**src/logic/scm_pkg.sv**
```systemverilog
// constants for the strap capture and pin function mux block
// assumes a 20 MHz system clock and a 32-bit AXI4-Lite register bus
package scm_pkg;

    // register bus
    localparam int unsigned AXI_ADDR_W = 8;
    localparam logic [1:0]  RESP_OKAY   = 2'h0;
    localparam logic [1:0]  RESP_SLVERR = 2'h2;

    // register byte offsets
    localparam logic [7:0] OFS_STRAP_STATUS = 8'h00;
    localparam logic [7:0] OFS_COMMON_CTRL  = 8'h04;
    localparam logic [7:0] OFS_GPIO_EN      = 8'h08;
    localparam logic [7:0] OFS_GPIO_DIR     = 8'h0C;
    localparam logic [7:0] OFS_GPIO_OUT     = 8'h10;
    localparam logic [7:0] OFS_GPIO_IN      = 8'h14;
    localparam logic [7:0] OFS_SEL_ONE      = 8'h18;
    localparam logic [7:0] OFS_SEL_TWO      = 8'h1C;

    // captured strap vector layout
    localparam int unsigned STRAP_W        = 15;
    localparam int unsigned SP_IFACE_RGMII = 0;
    localparam int unsigned SP_MGMT_ADDR   = 1;
    localparam int unsigned SP_BCAST       = 6;
    localparam int unsigned SP_REF_CLK     = 7;
    localparam int unsigned SP_IND_STYLE   = 8;
    localparam int unsigned SP_IND_POL     = 9;
    localparam int unsigned SP_JACK        = 14;

    // common control fields
    localparam int unsigned CC_BCAST_EN  = 0;
    localparam int unsigned CC_CLK_RECOV = 1;
    localparam int unsigned CC_IND_POL   = 2;

    // multi-function pin indices, equal to their gpio numbers
    localparam int unsigned GPIO_W          = 10;
    localparam int unsigned LED_W           = 5;
    localparam int unsigned PIN_INT_N       = 5;
    localparam int unsigned PIN_REF_CLK_OUT = 6;
    localparam int unsigned PIN_TX_ERR      = 7;
    localparam int unsigned PIN_CRS         = 8;
    localparam int unsigned PIN_COL         = 9;

    // reset values
    localparam logic [9:0] GPIO_EN_RST  = 10'h000;
    localparam logic [9:0] GPIO_DIR_RST = 10'h000;

    // cycles from reset release to strap capture
    localparam logic [3:0] STRAP_SETTLE_CYCLES = 4'h8;

endpackage

```
**src/logic/scm_strap_mux.sv**
```systemverilog
// strap capture, mode outputs and pin alternate function mux with AXI4-Lite registers
// assumes strap pins are stable from reset release until capture
//
// The implementer's own choices: register access over AXI4-Lite and the address map.
`timescale 1ns/1ps
module scm_strap_mux (
    // clock and reset
    input  wire logic        i_clk_sys,
    input  wire logic        i_reset_n,
    // strap pins
    input  wire logic        i_iface_rgmii_strap,
    input  wire logic [4:0]  i_mgmt_address_straps,
    input  wire logic        i_broadcast_address_strap,
    input  wire logic        i_ref_clock_out_strap,
    input  wire logic        i_indicator_style_strap,
    input  wire logic [4:0]  i_indicator_polarity_straps,
    input  wire logic        i_jack_compat_strap,
    // primary functions from device logic
    input  wire logic [4:0]  i_led_on,
    input  wire logic        i_irq_n,
    input  wire logic        i_clk125_local,
    input  wire logic        i_clk125_recov,
    input  wire logic        i_crs,
    input  wire logic        i_col,
    input  wire logic        i_half_duplex,
    input  wire logic        i_power_event_n,
    // multi-function pins, index equals gpio number
    input  wire logic [9:0]  i_mfp_in,
    output logic      [9:0]  o_mfp_out,
    output logic      [9:0]  o_mfp_oe_n,
    // mode outputs
    output logic             o_straps_valid,
    output logic             o_rgmii_sel,
    output logic      [4:0]  o_mgmt_address,
    output logic             o_broadcast_en,
    output logic             o_indicator_style,
    output logic             o_jack_compat_preset,
    output logic             o_tx_err_int,
    // AXI4-Lite write
    input  wire logic [7:0]  i_awaddr,
    input  wire logic        i_awvalid,
    output logic             o_awready,
    input  wire logic [31:0] i_wdata,
    input  wire logic [3:0]  i_wstrb,
    input  wire logic        i_wvalid,
    output logic             o_wready,
    output logic      [1:0]  o_bresp,
    output logic             o_bvalid,
    input  wire logic        i_bready,
    // AXI4-Lite read
    input  wire logic [7:0]  i_araddr,
    input  wire logic        i_arvalid,
    output logic             o_arready,
    output logic      [31:0] o_rdata,
    output logic      [1:0]  o_rresp,
    output logic             o_rvalid,
    input  wire logic        i_rready
);
    typedef enum logic {SCM_SETTLE, SCM_RUN} scm_phase_t;

    typedef struct packed {
        scm_phase_t  phase;
        logic [3:0]  settle_cnt;
        logic [14:0] straps;
        logic [6:0]  common;
        logic [9:0]  gpio_en;
        logic [9:0]  gpio_dir;
        logic [9:0]  gpio_out;
        logic [4:0]  sel_one;
        logic [4:0]  sel_two;
        logic [9:0]  pin_out;
        logic [9:0]  pin_oe_n;
        logic        tx_err_int;
        logic        aw_full;
        logic [7:0]  aw_addr;
        logic        w_full;
        logic [31:0] w_data;
        logic [3:0]  w_strb;
        logic        awready;
        logic        wready;
        logic        bvalid;
        logic [1:0]  bresp;
        logic        arready;
        logic        rvalid;
        logic [1:0]  rresp;
        logic [31:0] rdata;
    } scm_state_t;

    scm_state_t st_reg;
    scm_state_t st_next;
    logic [24:0] sync_q;
    logic [14:0] strap_sync;
    logic [9:0]  pin_sync;
    logic [9:0]  eff_en;
    logic [9:0]  sel_all;
    logic [9:0]  prim_out;
    logic [9:0]  prim_oe_n;

    scm_pin_sync #(
        .WIDTH (25)
    ) u_sync (
        .i_clk_sys (i_clk_sys),
        .i_reset_n (i_reset_n),
        .i_d       ({i_mfp_in, i_jack_compat_strap, i_indicator_polarity_straps,
                     i_indicator_style_strap, i_ref_clock_out_strap,
                     i_broadcast_address_strap, i_mgmt_address_straps,
                     i_iface_rgmii_strap}),
        .o_q       (sync_q)
    );
    assign strap_sync = sync_q[14:0];
    assign pin_sync   = sync_q[24:15];

    function automatic logic [31:0] merge(input logic [31:0] old, input logic [31:0] d,
                                          input logic [3:0] strb);
        logic [31:0] r;
        r = old;
        for (int b = 0; b < 4; b++) begin
            if (strb[b]) begin
                r[8*b +: 8] = d[8*b +: 8];
            end
        end
        return r;
    endfunction

    // gpio takeover: crs/col only when RGMII or half duplex, tx error in any mode
    always_comb begin
        eff_en = st_reg.gpio_en;
        if (!(st_reg.straps[scm_pkg::SP_IFACE_RGMII] || i_half_duplex)) begin
            eff_en[scm_pkg::PIN_CRS] = 1'b0;
            eff_en[scm_pkg::PIN_COL] = 1'b0;
        end
        sel_all = {st_reg.sel_two, st_reg.sel_one};
    end

    // primary pin functions
    genvar gl;
    generate
        for (gl = 0; gl < scm_pkg::LED_W; gl = gl + 1) begin : g_led
            assign prim_out[gl]  = i_led_on[gl] ^ ~st_reg.common[scm_pkg::CC_IND_POL + gl];
            assign prim_oe_n[gl] = 1'b0;
        end
    endgenerate
    assign prim_out[scm_pkg::PIN_INT_N]        = 1'b0;
    assign prim_oe_n[scm_pkg::PIN_INT_N]       = i_irq_n;
    assign prim_out[scm_pkg::PIN_REF_CLK_OUT]  = st_reg.common[scm_pkg::CC_CLK_RECOV] ?
                                                 i_clk125_recov : i_clk125_local;
    assign prim_oe_n[scm_pkg::PIN_REF_CLK_OUT] = ~st_reg.straps[scm_pkg::SP_REF_CLK];
    assign prim_out[scm_pkg::PIN_TX_ERR]       = 1'b0;
    assign prim_oe_n[scm_pkg::PIN_TX_ERR]      = 1'b1;
    assign prim_out[scm_pkg::PIN_CRS]          = i_crs;
    assign prim_oe_n[scm_pkg::PIN_CRS]         = 1'b0;
    assign prim_out[scm_pkg::PIN_COL]          = i_col;
    assign prim_oe_n[scm_pkg::PIN_COL]         = 1'b0;

    always_comb begin
        st_next = st_reg;
        // write channel
        if (st_reg.bvalid && i_bready) begin
            st_next.bvalid = 1'b0;
        end
        if (i_awvalid && st_reg.awready) begin
            st_next.aw_full = 1'b1;
            st_next.aw_addr = i_awaddr;
        end
        if (i_wvalid && st_reg.wready) begin
            st_next.w_full = 1'b1;
            st_next.w_data = i_wdata;
            st_next.w_strb = i_wstrb;
        end
        if (st_reg.aw_full && st_reg.w_full && !st_reg.bvalid) begin
            st_next.aw_full = 1'b0;
            st_next.w_full  = 1'b0;
            st_next.bvalid  = 1'b1;
            st_next.bresp   = scm_pkg::RESP_OKAY;
            if (st_reg.aw_addr == scm_pkg::OFS_COMMON_CTRL) begin
                st_next.common = 7'(merge(32'(st_reg.common), st_reg.w_data, st_reg.w_strb));
            end else if (st_reg.aw_addr == scm_pkg::OFS_GPIO_EN) begin
                st_next.gpio_en = 10'(merge(32'(st_reg.gpio_en), st_reg.w_data, st_reg.w_strb));
            end else if (st_reg.aw_addr == scm_pkg::OFS_GPIO_DIR) begin
                st_next.gpio_dir = 10'(merge(32'(st_reg.gpio_dir), st_reg.w_data,
                                             st_reg.w_strb));
            end else if (st_reg.aw_addr == scm_pkg::OFS_GPIO_OUT) begin
                st_next.gpio_out = 10'(merge(32'(st_reg.gpio_out), st_reg.w_data,
                                             st_reg.w_strb));
            end else if (st_reg.aw_addr == scm_pkg::OFS_SEL_ONE) begin
                st_next.sel_one = 5'(merge(32'(st_reg.sel_one), st_reg.w_data, st_reg.w_strb));
            end else if (st_reg.aw_addr == scm_pkg::OFS_SEL_TWO) begin
                st_next.sel_two = 5'(merge(32'(st_reg.sel_two), st_reg.w_data, st_reg.w_strb));
            end else if (st_reg.aw_addr == scm_pkg::OFS_STRAP_STATUS ||
                         st_reg.aw_addr == scm_pkg::OFS_GPIO_IN) begin
                st_next.bresp = scm_pkg::RESP_OKAY;
            end else begin
                st_next.bresp = scm_pkg::RESP_SLVERR;
            end
        end
        st_next.awready = !st_next.aw_full && !st_next.bvalid;
        st_next.wready  = !st_next.w_full && !st_next.bvalid;
        // read channel
        if (st_reg.rvalid && i_rready) begin
            st_next.rvalid = 1'b0;
        end
        if (i_arvalid && st_reg.arready) begin
            st_next.rvalid = 1'b1;
            st_next.rresp  = scm_pkg::RESP_OKAY;
            st_next.rdata  = 32'h0000_0000;
            if (i_araddr == scm_pkg::OFS_STRAP_STATUS) begin
                st_next.rdata = 32'(st_reg.straps);
            end else if (i_araddr == scm_pkg::OFS_COMMON_CTRL) begin
                st_next.rdata = 32'(st_reg.common);
            end else if (i_araddr == scm_pkg::OFS_GPIO_EN) begin
                st_next.rdata = 32'(st_reg.gpio_en);
            end else if (i_araddr == scm_pkg::OFS_GPIO_DIR) begin
                st_next.rdata = 32'(st_reg.gpio_dir);
            end else if (i_araddr == scm_pkg::OFS_GPIO_OUT) begin
                st_next.rdata = 32'(st_reg.gpio_out);
            end else if (i_araddr == scm_pkg::OFS_GPIO_IN) begin
                st_next.rdata = 32'(pin_sync);
            end else if (i_araddr == scm_pkg::OFS_SEL_ONE) begin
                st_next.rdata = 32'(st_reg.sel_one);
            end else if (i_araddr == scm_pkg::OFS_SEL_TWO) begin
                st_next.rdata = 32'(st_reg.sel_two);
            end else begin
                st_next.rresp = scm_pkg::RESP_SLVERR;
            end
        end
        st_next.arready = !st_next.rvalid;
        // strap capture, then pin mux
        case (st_reg.phase)
            SCM_SETTLE: begin
                st_next.pin_out    = 10'h000;
                st_next.pin_oe_n   = 10'h3FF;
                st_next.tx_err_int = 1'b0;
                st_next.settle_cnt = st_reg.settle_cnt + 4'h1;
                if (st_reg.settle_cnt == scm_pkg::STRAP_SETTLE_CYCLES - 4'h1) begin
                    st_next.phase  = SCM_RUN;
                    st_next.straps = strap_sync;
                    st_next.common[scm_pkg::CC_BCAST_EN] =
                        ~strap_sync[scm_pkg::SP_BCAST];
                    st_next.common[scm_pkg::CC_CLK_RECOV] = 1'b0;
                    st_next.common[scm_pkg::CC_IND_POL +: scm_pkg::LED_W] =
                        ~strap_sync[scm_pkg::SP_IND_POL +: scm_pkg::LED_W];
                end
            end
            SCM_RUN: begin
                for (int p = 0; p < scm_pkg::GPIO_W; p++) begin
                    if (eff_en[p]) begin
                        st_next.pin_out[p]  = sel_all[p] ? i_power_event_n :
                                              st_reg.gpio_out[p];
                        st_next.pin_oe_n[p] = ~st_reg.gpio_dir[p];
                    end else begin
                        st_next.pin_out[p]  = prim_out[p];
                        st_next.pin_oe_n[p] = prim_oe_n[p];
                    end
                end
                st_next.tx_err_int = eff_en[scm_pkg::PIN_TX_ERR] ? 1'b0 :
                                     pin_sync[scm_pkg::PIN_TX_ERR];
            end
            default: begin
                st_next.phase = SCM_SETTLE;
            end
        endcase
    end

    always_ff @(posedge i_clk_sys or negedge i_reset_n) begin
        if (!i_reset_n) begin
            st_reg          <= '0;
            st_reg.pin_oe_n <= 10'h3FF;
            st_reg.gpio_en  <= scm_pkg::GPIO_EN_RST;
            st_reg.gpio_dir <= scm_pkg::GPIO_DIR_RST;
        end else begin
            st_reg <= st_next;
        end
    end

    assign o_mfp_out            = st_reg.pin_out;
    assign o_mfp_oe_n           = st_reg.pin_oe_n;
    assign o_straps_valid       = st_reg.phase == SCM_RUN;
    assign o_rgmii_sel          = st_reg.straps[scm_pkg::SP_IFACE_RGMII];
    assign o_mgmt_address       = st_reg.straps[scm_pkg::SP_MGMT_ADDR +: 5];
    assign o_broadcast_en       = st_reg.common[scm_pkg::CC_BCAST_EN];
    assign o_indicator_style    = st_reg.straps[scm_pkg::SP_IND_STYLE];
    assign o_jack_compat_preset = st_reg.straps[scm_pkg::SP_JACK];
    assign o_tx_err_int         = st_reg.tx_err_int;
    assign o_awready            = st_reg.awready;
    assign o_wready             = st_reg.wready;
    assign o_bvalid             = st_reg.bvalid;
    assign o_bresp              = st_reg.bresp;
    assign o_arready            = st_reg.arready;
    assign o_rvalid             = st_reg.rvalid;
    assign o_rresp              = st_reg.rresp;
    assign o_rdata              = st_reg.rdata;
endmodule

```
**src/logic/scm_pin_sync.sv**
```systemverilog
// three-flop synchroniser with agreement filter for pin inputs
// assumes inputs are asynchronous to i_clk_sys
`timescale 1ns/1ps
module scm_pin_sync #(
    parameter int unsigned WIDTH = 1
) (
    // clock and reset
    input  wire logic             i_clk_sys,
    input  wire logic             i_reset_n,
    // pins in, filtered levels out
    input  wire logic [WIDTH-1:0] i_d,
    output logic      [WIDTH-1:0] o_q
);
    logic [WIDTH-1:0] s1_reg;
    logic [WIDTH-1:0] s2_reg;
    logic [WIDTH-1:0] s3_reg;

    genvar gi;
    generate
        for (gi = 0; gi < WIDTH; gi = gi + 1) begin : g_bit
            always_ff @(posedge i_clk_sys or negedge i_reset_n) begin
                if (!i_reset_n) begin
                    s1_reg[gi] <= 1'b0;
                    s2_reg[gi] <= 1'b0;
                    s3_reg[gi] <= 1'b0;
                    o_q[gi]    <= 1'b0;
                end else begin
                    s1_reg[gi] <= i_d[gi];
                    s2_reg[gi] <= s1_reg[gi];
                    s3_reg[gi] <= s2_reg[gi];
                    // a change counts once stages two and three agree
                    if (s2_reg[gi] == s3_reg[gi]) begin
                        o_q[gi] <= s3_reg[gi];
                    end
                end
            end
        end
    endgenerate
endmodule

```
**config.mk**
```make
export PLATFORM = sky130hd
export DESIGN_NAME = scm_strap_mux
export DESIGN_NICKNAME = d
export VERILOG_FILES = /design/src/logic/scm_pkg.sv /design/src/logic/scm_strap_mux.sv /design/src/logic/scm_pin_sync.sv
export SDC_FILE = /design/constraint.sdc
export NUM_CORES = 1
export LEC_CHECK = 0
export BUFFER_PORTS_ARGS = -buffer_cell sky130_fd_sc_hd__buf_4
export CAP_MARGIN = 0
export CORE_UTILIZATION = 50
export DETAILED_ROUTE_END_ITERATION = 12
export PLACE_DENSITY_LB_ADDON = 0.1
export SETUP_SLACK_MARGIN = 0.1
export SLEW_MARGIN = 20
export SYNTH_ARGS = -nofsm -noshare
export SYNTH_HDL_FRONTEND = slang
export SYNTH_SLANG_ARGS = --single-unit
export TNS_END_PERCENT = 30
```
**constraint.sdc**
```tcl
create_clock -name i_clk_sys -period 1.7 [get_ports i_clk_sys]
set_input_delay 0.17 -clock i_clk_sys [delete_from_list [all_inputs] [get_ports i_clk_sys]]
set_output_delay 0.17 -clock i_clk_sys [all_outputs]
set_load 0.01 [all_outputs]
```
After elaboration in Yosys (flattened, before gate mapping)
Index checks and enable logic that the tools add are counted.

operators by class
  add/sub/neg operators = 1
  multiply operators = 0
  divide/modulo/power cells = 0
  order comparisons = 0
  eq/ne operators = 40
  shifts and indexed selects = 0
  muxes and demuxes = 89
  bitwise gates (word level) = 29
  reduce and logical (&&, ||, !) cells = 27

operators by type and width
  operator                                                                number
  10-bit two-way mux                                                      9
  8-bit by 5-bit equality test with 1-bit output (second input constant)  8
  47-bit two-way mux                                                      1
  21-bit one-hot mux with 2 select lines                                  1
  40-bit two-way mux                                                      1
  2-bit two-way mux                                                       19
  1-bit two-way mux                                                       37
  37-bit two-way mux                                                      1
  35-bit two-way mux                                                      1
  5-bit two-way mux                                                       7
  8-bit by 4-bit equality test with 1-bit output (second input constant)  4
  30-bit two-way mux                                                      1
  27-bit two-way mux                                                      1
  1-bit equality test                                                     25
  8-bit two-way mux                                                       3
  1-bit NOT                                                               23
  22-bit two-way mux                                                      1
  20-bit two-way mux                                                      1
  8-bit by 3-bit equality test with 1-bit output (second input constant)  2
  8-bit logical NOT                                                       2
  15-bit two-way mux                                                      1
  7-bit two-way mux                                                       2
  6-bit AND reduction                                                     2
  5-bit AND reduction                                                     2
  13 further kinds                                                        31

storage, ports and cells
  flip-flop bits (word level) = 275
  latch bits = 0
  bits in writable memories = 0
  memory bits (read-only) = 0
  logic and storage cells = 314
  memories = 0

Logic depth before layout (Yosys ltp)
Gate-level depths: netlist (run 1).

  word-level depth = 12
  mapped depth = 7

Hierarchy
From an unflattened synthesis (run 1), not the netlist that was laid out.

second synthesis, totals
  cell total of the unflattened synthesis = 633
  area total of the unflattened synthesis = 9048.7 um^2

modules (own cells, without submodules)
  module         instances  cells an instance  area each (um^2)  seq. area each (um^2)
  scm_strap_mux  1          508                6264.8            3315.7
  scm_pin_sync   1          125                2783.9            2502.4

Worst setup path after synthesis (run 1)
Ideal clock, no wire load.

  path kind = reg2reg
  start = register st_reg (netlist bit o_bvalid)
  end = register st_reg[118] in the netlist's numbering
  arrival = 1.755 ns
  required time = 1.575 ns
  setup slack = -0.180 ns
  stages on the path, launching flop included = 6
  path buffers = 1
  clock period less this slack = 1.880 ns
  cells stage by stage = dfrtp_1 -> and3b_1 -> clkbuf_1 -> nand4_1 -> nor3_2 -> mux2_2

between the ends
  word-level cells in the longest chain between the ends = 3

RTL lines
  what                           line                  RTL
  start, declared                scm_strap_mux.sv:89   scm_state_t st_reg;
  start signal, assigned         scm_strap_mux.sv:271  st_reg <= st_next;
  1-bit logical NOT              scm_strap_mux.sv:170  if (st_reg.aw_full && st_reg.w_full && !st_reg.bvalid) begin
  1-bit logical AND              scm_strap_mux.sv:170
  6-bit AND reduction (no line)  --

No other way between the ends.
A chain may end at the register's enable or synchronous reset.

Worst setup path in the final report (run 1)
  start = register st_reg[83] in the netlist's numbering
  end = register st_reg[118] in the netlist's numbering

between the ends
  word-level cells in the longest chain between the ends = 3

RTL lines
  what                                                                          line                  RTL
  8-bit by 4-bit equality test with 1-bit output, or another cell as far along  scm_strap_mux.sv:179  end else if (st_reg.aw_addr == scm_pkg::OFS_GPIO_DIR) begin
  1-bit NOT (no line)                                                           --
  6-bit AND reduction (no line) *                                               --

Every way passes the cells marked *; elsewhere a longest branch is shown, timed or not.

==> summary.md, run 1 <==
| Metric | Value |
|---|---|
| Status | `finished with violations` |
| Failing checks | `setup timing` |
| Clock Latency Late Sink | `0.52 ns` |
| Placed cell count | `1022` |
| Clock skew | `0.00876 ns` |
| Hold crit path type | `input port to flop` |
| Via density | `5.27` |
| Crit. End Element | `flop` |
| Drt wl/cell | `19.6 um` |
| Pwr dens | `1220 nW/um^2` |
| Ports | `168` |
| Slew HR | `65.5%` |
| Largest net degree at the start of global routing | `49` |
| #FFs+latches synth | `232` |
| Maximum VDD drop | `0.000976 V` |
| Final min period | `1.73 ns` |
| Core area | `18000 um^2` |
| Synth area leader | `dfrtp_1` |
| Mux cell area share after synthesis | `13.0%` |
| CP max-delay cell | `dfrtp_1` |
| Largest stage delay, worst path | `0.41 ns` |
| Worst Path Buf+Inv | `2` |
| MaxCap Viol Count | `0` |
| Main combinational cell family by area after synthesis | `multiplexers` |
| Post-DP Area | `10500 um^2` |
| Worst hold slack | `0.0134 ns` |
| Clock slew at reported path FFs | `0.06 ns` |
| Top FF cell, synth | `dfrtp_1` |
| First-pass GRT wire length | `34000 um` |
| CP arrival | `2.13 ns` |
| FFs w/ async S/R, synth | `100%` |
| Row cnt | `49` |
| Final HPWL DP | `15200 um` |
| Critical path type | `flop to flop` |
| Levels on crit path | `6` |
| Cell area after synthesis | `9230 um^2` |
| Reg2reg path depth | `6` |
| Clock Tree Root | `clkbuf_16` |
| Gpl congestion | `0.945` |
| Total gr overflow | `0` |
| Via count | `5933` |
| CTS tree | `done` |
| Antenna violations before repair | `0` |
| RSZ-0062 raised after global routing | `true` |
| Post-route cell area | `12300 um^2` |
| Global Route Usage Sum | `24.1%` |
| Area Overhead vs Synth | `33.1%` |
| Vias in the first global route | `6130` |
| Post-synthesis adder-cell area fraction | `2.85%` |
| Max Root-Sink Buffers | `3` |
| Detailed-route DRC error count | `0` |
| Post-Layout Cell Count | `1125` |
| Iteration-0 DRC Markers | `354` |
| Actual slew at the worst max-slew pin | `0.518 ns` |
| Fin. Hold Viols | `0` |
| CP cell instances | `nor3_2 > buf_4 > nand4_1 > nor3_4 > buf_12 > mux2_4` |
| Fin Setup TNS | `-0.470 ns` |
| Share of cells above drive strength 1 | `37.8%` |
| Initial Util | `51.2%` |
| Total Power | `15.0 mW` |
| Synth area leaders | `dfrtp_1 (60%), mux2_2 (9.4%), buf_4 (5.0%)` |
| Crit path launch type | `flop` |
| Crit path max-delay family | `simple AND/OR/NAND/NOR gates` |
| Syn_area_per_cell | `13.5 um^2` |
| Post-route antenna net violation count | `0` |
| Slew Viols, Final | `0` |
| Final Cycle Share | `102%` |
| Post-synthesis simple-gate area fraction | `8.00%` |
| Syn. warnings | `0` |
| DIE AREA | `19000 um^2` |
| CP required | `2.10 ns` |
| Iteration count of the initial detailed-routing pass | `4` |
| Final setup margin | `-0.0329 ns` |
| Drt total wl | `22100 um` |
| Sequential area share after synthesis | `63.0%` |
| Die H | `138 um` |
| Leak Pwr | `5.55 nW` |
| Post-layout util | `68.1%` |
| Netlist cell types | `54` |
| Post-synthesis xor/xnor area fraction | `0.759%` |
| Compound-cell area share of the yosys netlist | `5.69%` |
| Hold path cells | `4` |
| Pre-CTS setup slack | `-0.287 ns` |
| Worst-path fanout max | `8` |
| Total CTS buffers | `25` |
| Final setup viols | `24` |
| Die W | `138 um` |
| Largest register FFs | `61` |
| TritonCTS Sinks | `232` |
| I/O Buffers | `124` |
| Max Fclk | `577 MHz` |
| Post-synth EDFFs | `0` |
| Htree depth | `1` |
| ANT cells | `0` |
| Share of Yosys cell area claimed by the top area cell type | `60.2%` |
| Net count reported at finish | `975` |
| Synthesized instance count | `684` |
-- worst paths after layout --
path                              startpoint           endpoint  slack [ns]
max in group asynchronous          i_reset_n        st_reg[164]        0.87
min in group asynchronous          i_reset_n  u_sync.s1_reg[22]        0.16
setup reg to reg                  st_reg[83]        st_reg[118]       -0.03
setup / recovery                  st_reg[83]        st_reg[118]       -0.03
hold / removal                   i_led_on[0]       o_mfp_out[0]        0.01
hold reg to reg            u_sync.s1_reg[22]  u_sync.s2_reg[22]        0.35
-- per-layer routing --
layer / part of all wire (%) / track usage, % / wire length, um / vias to the layer above
li1: - / - / - / 2720
met1: 45 / 34.3 / 10000 / 3000
met2: 47 / 38.1 / 10400 / 174
met3: 5.1 / 3.91 / 1120 / 39
met4: 2.6 / 7.49 / 568 / 0
met5: 0 / 0 / 0 / -
-- cells in the mapped netlist (3+ instances only) --
cell and instances:
a31oi_1 7, o21ai_0 16, inv_1 15, and3_1 6, a2111oi_0 5, mux2i_1 33
clkbuf_1 13, o22ai_1 4, maj3_1 25, nor2b_1 15, a21oi_1 22, a221o_1 8
a22o_1 5, nor3_1 12, xor2_1 5, and2_1 3, buf_1 4, dfrtp_1 222
or3_1 4, nor2_1 20, a211oi_1 5, xnor2_1 3, nand2_1 29, nand2b_1 4
nor4_1 8, dfstp_2 10, nor3b_1 3, mux2_2 77, nand4_1 3, buf_2 7
buf_4 61
-- final cells by class --
| type | count | area [um^2] |
|---|---|---|
| multi-input cells | 370 | 3250 |
| flip-flops and latches | 232 | 5820 |
| inverters | 15 | 56.3 |
| clock buffers | 38 | 764 |
| well taps | 229 | 287 |
| repair buffers | 234 | 2010 |
| clock inverters | 7 | 91.3 |
| fillers | 1316 | 5750 |
-- worst reg2reg max path, cell delays in order, from the launching register on --
cell,delay (ns)
dfrtp_1,0.41
nor3_2,0.19
buf_4,0.15
nand4_1,0.18
nor3_4,0.20
buf_12,0.17
mux2_4,0.31
-- layout by cell type (no fill, tap or decap), drive strengths merged, types with 6 or more instances in the layout --
| cell type | n |
|---|---|
| clkbuf | 38 |
| mux2i | 33 |
| nor4 | 9 |
| conb | 19 |
| dfrtp | 222 |
| a221o | 8 |
| nor3 | 14 |
| buf | 179 |
| nand2 | 29 |
| maj3 | 25 |
| mux2 | 77 |
| nor2b | 15 |
| and3 | 6 |
| o21ai | 16 |
| nor2 | 22 |
| a21oi | 22 |
| inv | 16 |
| dlygate4sd3 | 55 |
| dfstp | 10 |
| a31oi | 7 |
-- where the power goes --
part           switching, mW  leakage, nW  internal (mW)
clock network           2.11        0.422           3.39
logic                   1.03         2.31           1.36
registers              0.834         2.82           6.28
-- cells by family (layout without fill, tap and decap cells) --
kind of cell | after synthesis | count (layout)
buffers and inverters | 100 | 294
adders and majority gates | 26 | 26
muxes | 110 | 110
xor gates and xnor gates | 8 | 8
DFF | 232 | 232
and+or+nand+nor | 128 | 128
AOI/OAI and AO/OA | 79 | 79
other | 1 | 19
-- timing repair --
| item | CTS | global route |
|---|---|---|
| endpoints found under the hold margin | 259 | 0 |
| endpoints found under the setup margin | 62 | 67 |
| resized for setup | 63 | 22 |
| buffers inserted | 3 | 0 |
| hold buffers | 55 | 0 |
| pin swaps | 17 | 7 |
No activity file was read; power rests on OpenSTA's default activity.
==> inputs of run 2 (changes only) <==
- clock period: 1.7 -> 2.2 ns (I/O delays scaled with it)
==> summary.md, run 2 (same netlist as run 1, synthesis figures left out) <==
| Metric | Value |
|---|---|
| I/O Buffers | `124` |
| Final setup viols | `0` |
| Initial Util | `51.2%` |
| Fin. Hold Viols | `0` |
| Maximum VDD drop | `0.000743 V` |
| Total CTS buffers | `24` |
| Die W | `138 um` |
| Combinational power share | `13.6%` |
| Iteration-0 DRC Markers | `270` |
| Int Pwr | `8.29 mW` |
| Sequential Power Share | `48.6%` |
| Max Fclk | `510 MHz` |
| Max Root-Sink Buffers | `3` |
| Most frequent cells in the layout | `dfrtp_1 (222), buf_4 (143), mux2_2 (77)` |
| Switching Power | `2.90 mW` |
| Row cnt | `49` |
| Worst hold slack | `0.0219 ns` |
| Status | `complete, no violations` |
| Net count reported at finish | `935` |
| Reg2reg start | `u_sync.o_q[15]` |
| Clock slew at reported path FFs | `0.06 ns` |
| ANT cells | `0` |
| Post-CTS setup buffers | `0` |
| Critical path type | `flop to flop` |
| Htree depth | `1` |
| Final min period | `1.96 ns` |
| Global Route Usage Sum | `21.9%` |
| Largest net degree at the start of global routing | `74` |
| Final setup margin | `0.241 ns` |
| Slew HR | `49.6%` |
| Area Overhead vs Synth | `24.5%` |
| Clock share of power | `37.7%` |
| Hold crit path type | `input port to flop` |
| Via density | `5.25` |
| Pwr dens | `975 nW/um^2` |
| Commonest non-fill, non-tap cell in the layout | `dfrtp_1` |
| TritonCTS Sinks | `232` |
| Post-route antenna net violation count | `0` |
| CP arrival | `2.35 ns` |
| Setup slack, reg-to-reg | `0.24 ns` |
| MaxCap Viol Count | `0` |
| RSZ-0062 raised after global routing | `false` |
| Ports | `168` |
| Drt total wl | `19700 um` |
| DIE AREA | `19000 um^2` |
| Crit. End Element | `flop` |
| Core area | `18000 um^2` |
| Slew Viols, Final | `0` |
| Via count | `5692` |
| Gpl congestion | `0.881` |
| Pre-CTS setup slack | `0.177 ns` |
| Leak Pwr | `5.22 nW` |
| Largest register FFs | `61` |
| Total gr overflow | `0` |
| Fin Setup TNS | `0 ns` |
| Worst hold path startpoint | `i_araddr[5]` |
| Antenna violations before repair | `0` |
| Die H | `138 um` |
| CP Launch Point | `u_sync.o_q[15]` |
| Share of cells above drive strength 1 | `33.3%` |
| Sw Share | `25.9%` |
| Clock skew | `0.0200 ns` |
| Clock Latency Late Sink | `0.52 ns` |
| Final HPWL DP | `13900 um` |
| Actual slew at the worst max-slew pin | `0.736 ns` |
| CP required | `2.59 ns` |
| Clock Tree Root | `clkbuf_16` |
| Detailed-route DRC error count | `0` |
| Final Cycle Share | `89.1%` |
| CTS tree | `done` |
| Vias in the first global route | `5888` |
| Worst-path fanout max | `2` |
| Drt wl/cell | `18.2 um` |
| Crit path launch type | `flop` |
| First-pass GRT wire length | `31600 um` |
| Iteration count of the initial detailed-routing pass | `4` |
-- run 2: repair_timing --
action                                  in CTS  in global routing
endpoints found under the setup margin       0                  1
endpoints found under the hold margin       97                  0
gates resized for setup                      0                  1
hold buffers                                49                  0
-- run 2: power by group through the flow --
stage	Combinational, mW	Clock [mW]	Sequential [mW]
floorplan	1.03	0	5.27
finish	1.52	4.23	5.45
global placement	1.42	0	5.48
detailed placement	1.46	0	5.51
CTS	1.54	4.31	5.44
global route	1.69	4.50	5.51
-- run 2: path summary, 6_finish.rpt --
check	endpoint	depth (start not counted)
max in group asynchronous	u_sync.s1_reg[14]	3
min in group asynchronous	o_rdata[7]	2
max	o_rdata[0]	5
min reg2reg	u_sync.s2_reg[19]	0
max reg2reg	o_rdata[0]	5
min	o_rresp[1]	3
-- run 2: metal layers --
metal	up-vias	global-route usage [%]	part of all wire, %
li1	2645	-	-
met1	2848	31.4	45
met2	170	34.6	47
met3	29	4.09	6.0
met4	0	5.50	2.0
met5	-	0	0
-- run 2: final cells by class --
| class | count | area [um^2] |
|---|---|---|
| Inverter | 15 | 56.3 |
| Multi-Input combinational cell | 370 | 2870 |
| Sequential cell | 232 | 5820 |
| Clock inverter | 12 | 181 |
| Timing Repair Buffer | 195 | 1620 |
| Clock buffer | 31 | 657 |
| Fill cell | 1382 | 6540 |
| Tap cell | 229 | 287 |
-- run 2: stage by stage --
step / total power, mW / cell area [um^2] / instances / util [%]
CTS: 11.3 / 11500 / 1084 / 63.7
finish: 11.2 / 11500 / 1084 / 63.7
global route: 11.7 / 11500 / 1084 / 63.7
floorplan: 6.30 / 9300 / 702 / -
detailed placement: 6.97 / 10200 / 992 / 56.4
global placement: 6.89 / 10200 / 992 / 56.4
-- run 2: critical path: stages, from the launching register on --
cell and delay (ns):
dfrtp_1 0.41, a2111oi_1 0.53, buf_4 0.19, a211oi_1 0.04, a221o_1 0.36, a221o_1 0.29
==> inputs of run 3 (changes only) <==
- CORE_UTILIZATION: 50 -> 60
==> summary.md, run 3 (same netlist as run 1, synthesis figures left out) <==
| Metric | Value |
|---|---|
| RSZ-0062 raised after global routing | `false` |
| Iteration count of the initial detailed-routing pass | `5` |
| Max Fclk | `508 MHz` |
| Status | `complete, no violations` |
| Crit path launch type | `flop` |
| Hold crit path type | `input port to flop` |
| Global Route Usage Sum | `27.5%` |
| Crit path max-delay family | `compound AO/OA/AOI/OAI gates` |
| Fin. Hold Viols | `0` |
| Maximum VDD drop | `0.000709 V` |
| Post-route cell area | `11400 um^2` |
| Worst-path fanout max | `2` |
| Initial Util | `62.6%` |
| Ports | `168` |
| Vias in the first global route | `6185` |
| Fin Setup TNS | `0 ns` |
| Area Overhead vs Synth | `23.4%` |
| Largest stage delay, worst path | `0.69 ns` |
| Final HPWL DP | `13500 um` |
| Drt total wl | `20900 um` |
| Antenna violations before repair | `0` |
| Drt wl/cell | `20.0 um` |
| Post-CTS setup buffers | `0` |
| Slew Viols, Final | `0` |
| Commonest non-fill, non-tap cell in the layout | `dfrtp_1` |
| Pwr dens | `945 nW/um^2` |
| Largest net degree at the start of global routing | `62` |
| ANT cells | `0` |
| Clock Latency Late Sink | `0.51 ns` |
| Via density | `5.65` |
| CTS tree | `done` |
| Total CTS buffers | `23` |
| Core area | `14800 um^2` |
| CP cell instances | `a2111oi_0 > a211oi_1 > a221o_1 > a221o_1` |
| Crit. End Element | `flop` |
| I/O Buffers | `124` |
| Iteration-0 DRC Markers | `452` |
| MaxCap Viol Count | `0` |
| Gpl congestion | `0.863` |
| Row cnt | `44` |
| Detailed-route DRC error count | `0` |
| TritonCTS Sinks | `232` |
| Net count reported at finish | `941` |
| DIE AREA | `15900 um^2` |
| Htree depth | `1` |
| Final Cycle Share | `89.5%` |
| Share of cells above drive strength 1 | `32.8%` |
| Critical path type | `flop to flop` |
| First-pass GRT wire length | `33100 um` |
| Clock slew at reported path FFs | `0.06 ns` |
| Clock Tree Root | `clkbuf_16` |
| Worst hold slack | `0.0305 ns` |
| Via count | `5909` |
| Cell mode on critical path | `a221o_1` |
| Final min period | `1.97 ns` |
| CP max-delay cell | `a2111oi_0` |
| CP required | `2.58 ns` |
| Filler instances | `932` |
| Actual slew at the worst max-slew pin | `0.723 ns` |
| Total gr overflow | `0` |
| Max Root-Sink Buffers | `3` |
| Leak Pwr | `5.19 nW` |
| Most frequent cells in the layout | `dfrtp_1 (222), buf_4 (146), mux2_2 (77)` |
| Post-DP Area | `10100 um^2` |
| Worst Path Buf+Inv | `0` |
| CP arrival | `2.35 ns` |
| Slew HR | `50.6%` |
| Largest register FFs | `61` |
| Post-route antenna net violation count | `0` |
| Die W | `126 um` |
| Die H | `126 um` |
| Clock skew | `0.0101 ns` |
| Final setup viols | `0` |
-- run 3: changes by cell type in the layout (fill, tap and decap cells not counted), moves of 3 or more --
cell,before,now
bufinv_16,4,1
dlygate4sd3_1,49,52
clkbuf_1,4,10
buf_4,143,146
clkinv_2,5,2
-- run 3: final cells by class --
| type | instances | area [um^2] | share of cell area (%) |
|---|---|---|---|
| Sequential cell | 232 | 5820 | 51.1 |
| Timing Repair Buffer | 202 | 1690 | 14.9 |
| Multi-Input combinational cell | 370 | 2870 | 25.2 |
| Clock buffer | 37 | 668 | 5.87 |
| Clock inverter | 5 | 56.3 | 0.494 |
| Tap cell | 184 | 230 | 2.02 |
| Inverter | 15 | 56.3 | 0.494 |
-- run 3: worst paths after layout --
kind / from / end / slack (ns) / cells past startpoint
setup / recovery: u_sync.o_q[17] / o_rdata[2] / 0.23 / 4
hold / removal: i_crs / o_mfp_out[8] / 0.03 / 4
setup reg to reg: u_sync.o_q[17] / o_rdata[2] / 0.23 / 4
hold reg to reg: u_sync.s1_reg[20] / u_sync.s2_reg[20] / 0.35 / 0
max in group asynchronous: i_reset_n / o_mfp_oe_n[1] / 1.22 / 3
min in group asynchronous: i_reset_n / u_sync.s2_reg[22] / 0.24 / 2
-- run 3: worst min-delay path, stage by stage --
cell and delay (ns):
buf_4 0.08, nand2_1 0.03, o21ai_0 0.05, and2_1 0.12
-- run 3: repair_timing --
action	4_1_cts	5_1_grt
hold buffers	52	0
endpoints found under the hold margin	106	0
setup endpoints to repair	0	0
gates resized for setup	0	0
-- run 3: per-layer routing --
layer,wire (um),global-route usage [%],vias to the layer above
li1,-,-,2673
met1,8670,36.3,2957
met2,10300,46.1,219
met3,1130,4.33,60
met4,821,10.7,0
met5,0,0,-
-- run 3: per-stage QoR --
step / util [%] / std cells / worst slack (ns) / power (mW)
after floorplan: - / 702 / 0.320 / 6.30
after global placement: 68.8 / 951 / 0.322 / 6.87
after detailed placement: 68.8 / 951 / 0.294 / 6.95
after CTS: 77.2 / 1045 / 0.289 / 10.8
after global routing: 77.2 / 1045 / 0.147 / 11.2
final: 77.2 / 1045 / 0.231 / 10.8
-- run 3: power by group --
group          switching [mW]  leakage, nW  internal [mW]
registers               0.566         2.82           4.85
clock network            1.58        0.351           2.20
logic                   0.706         2.02          0.858
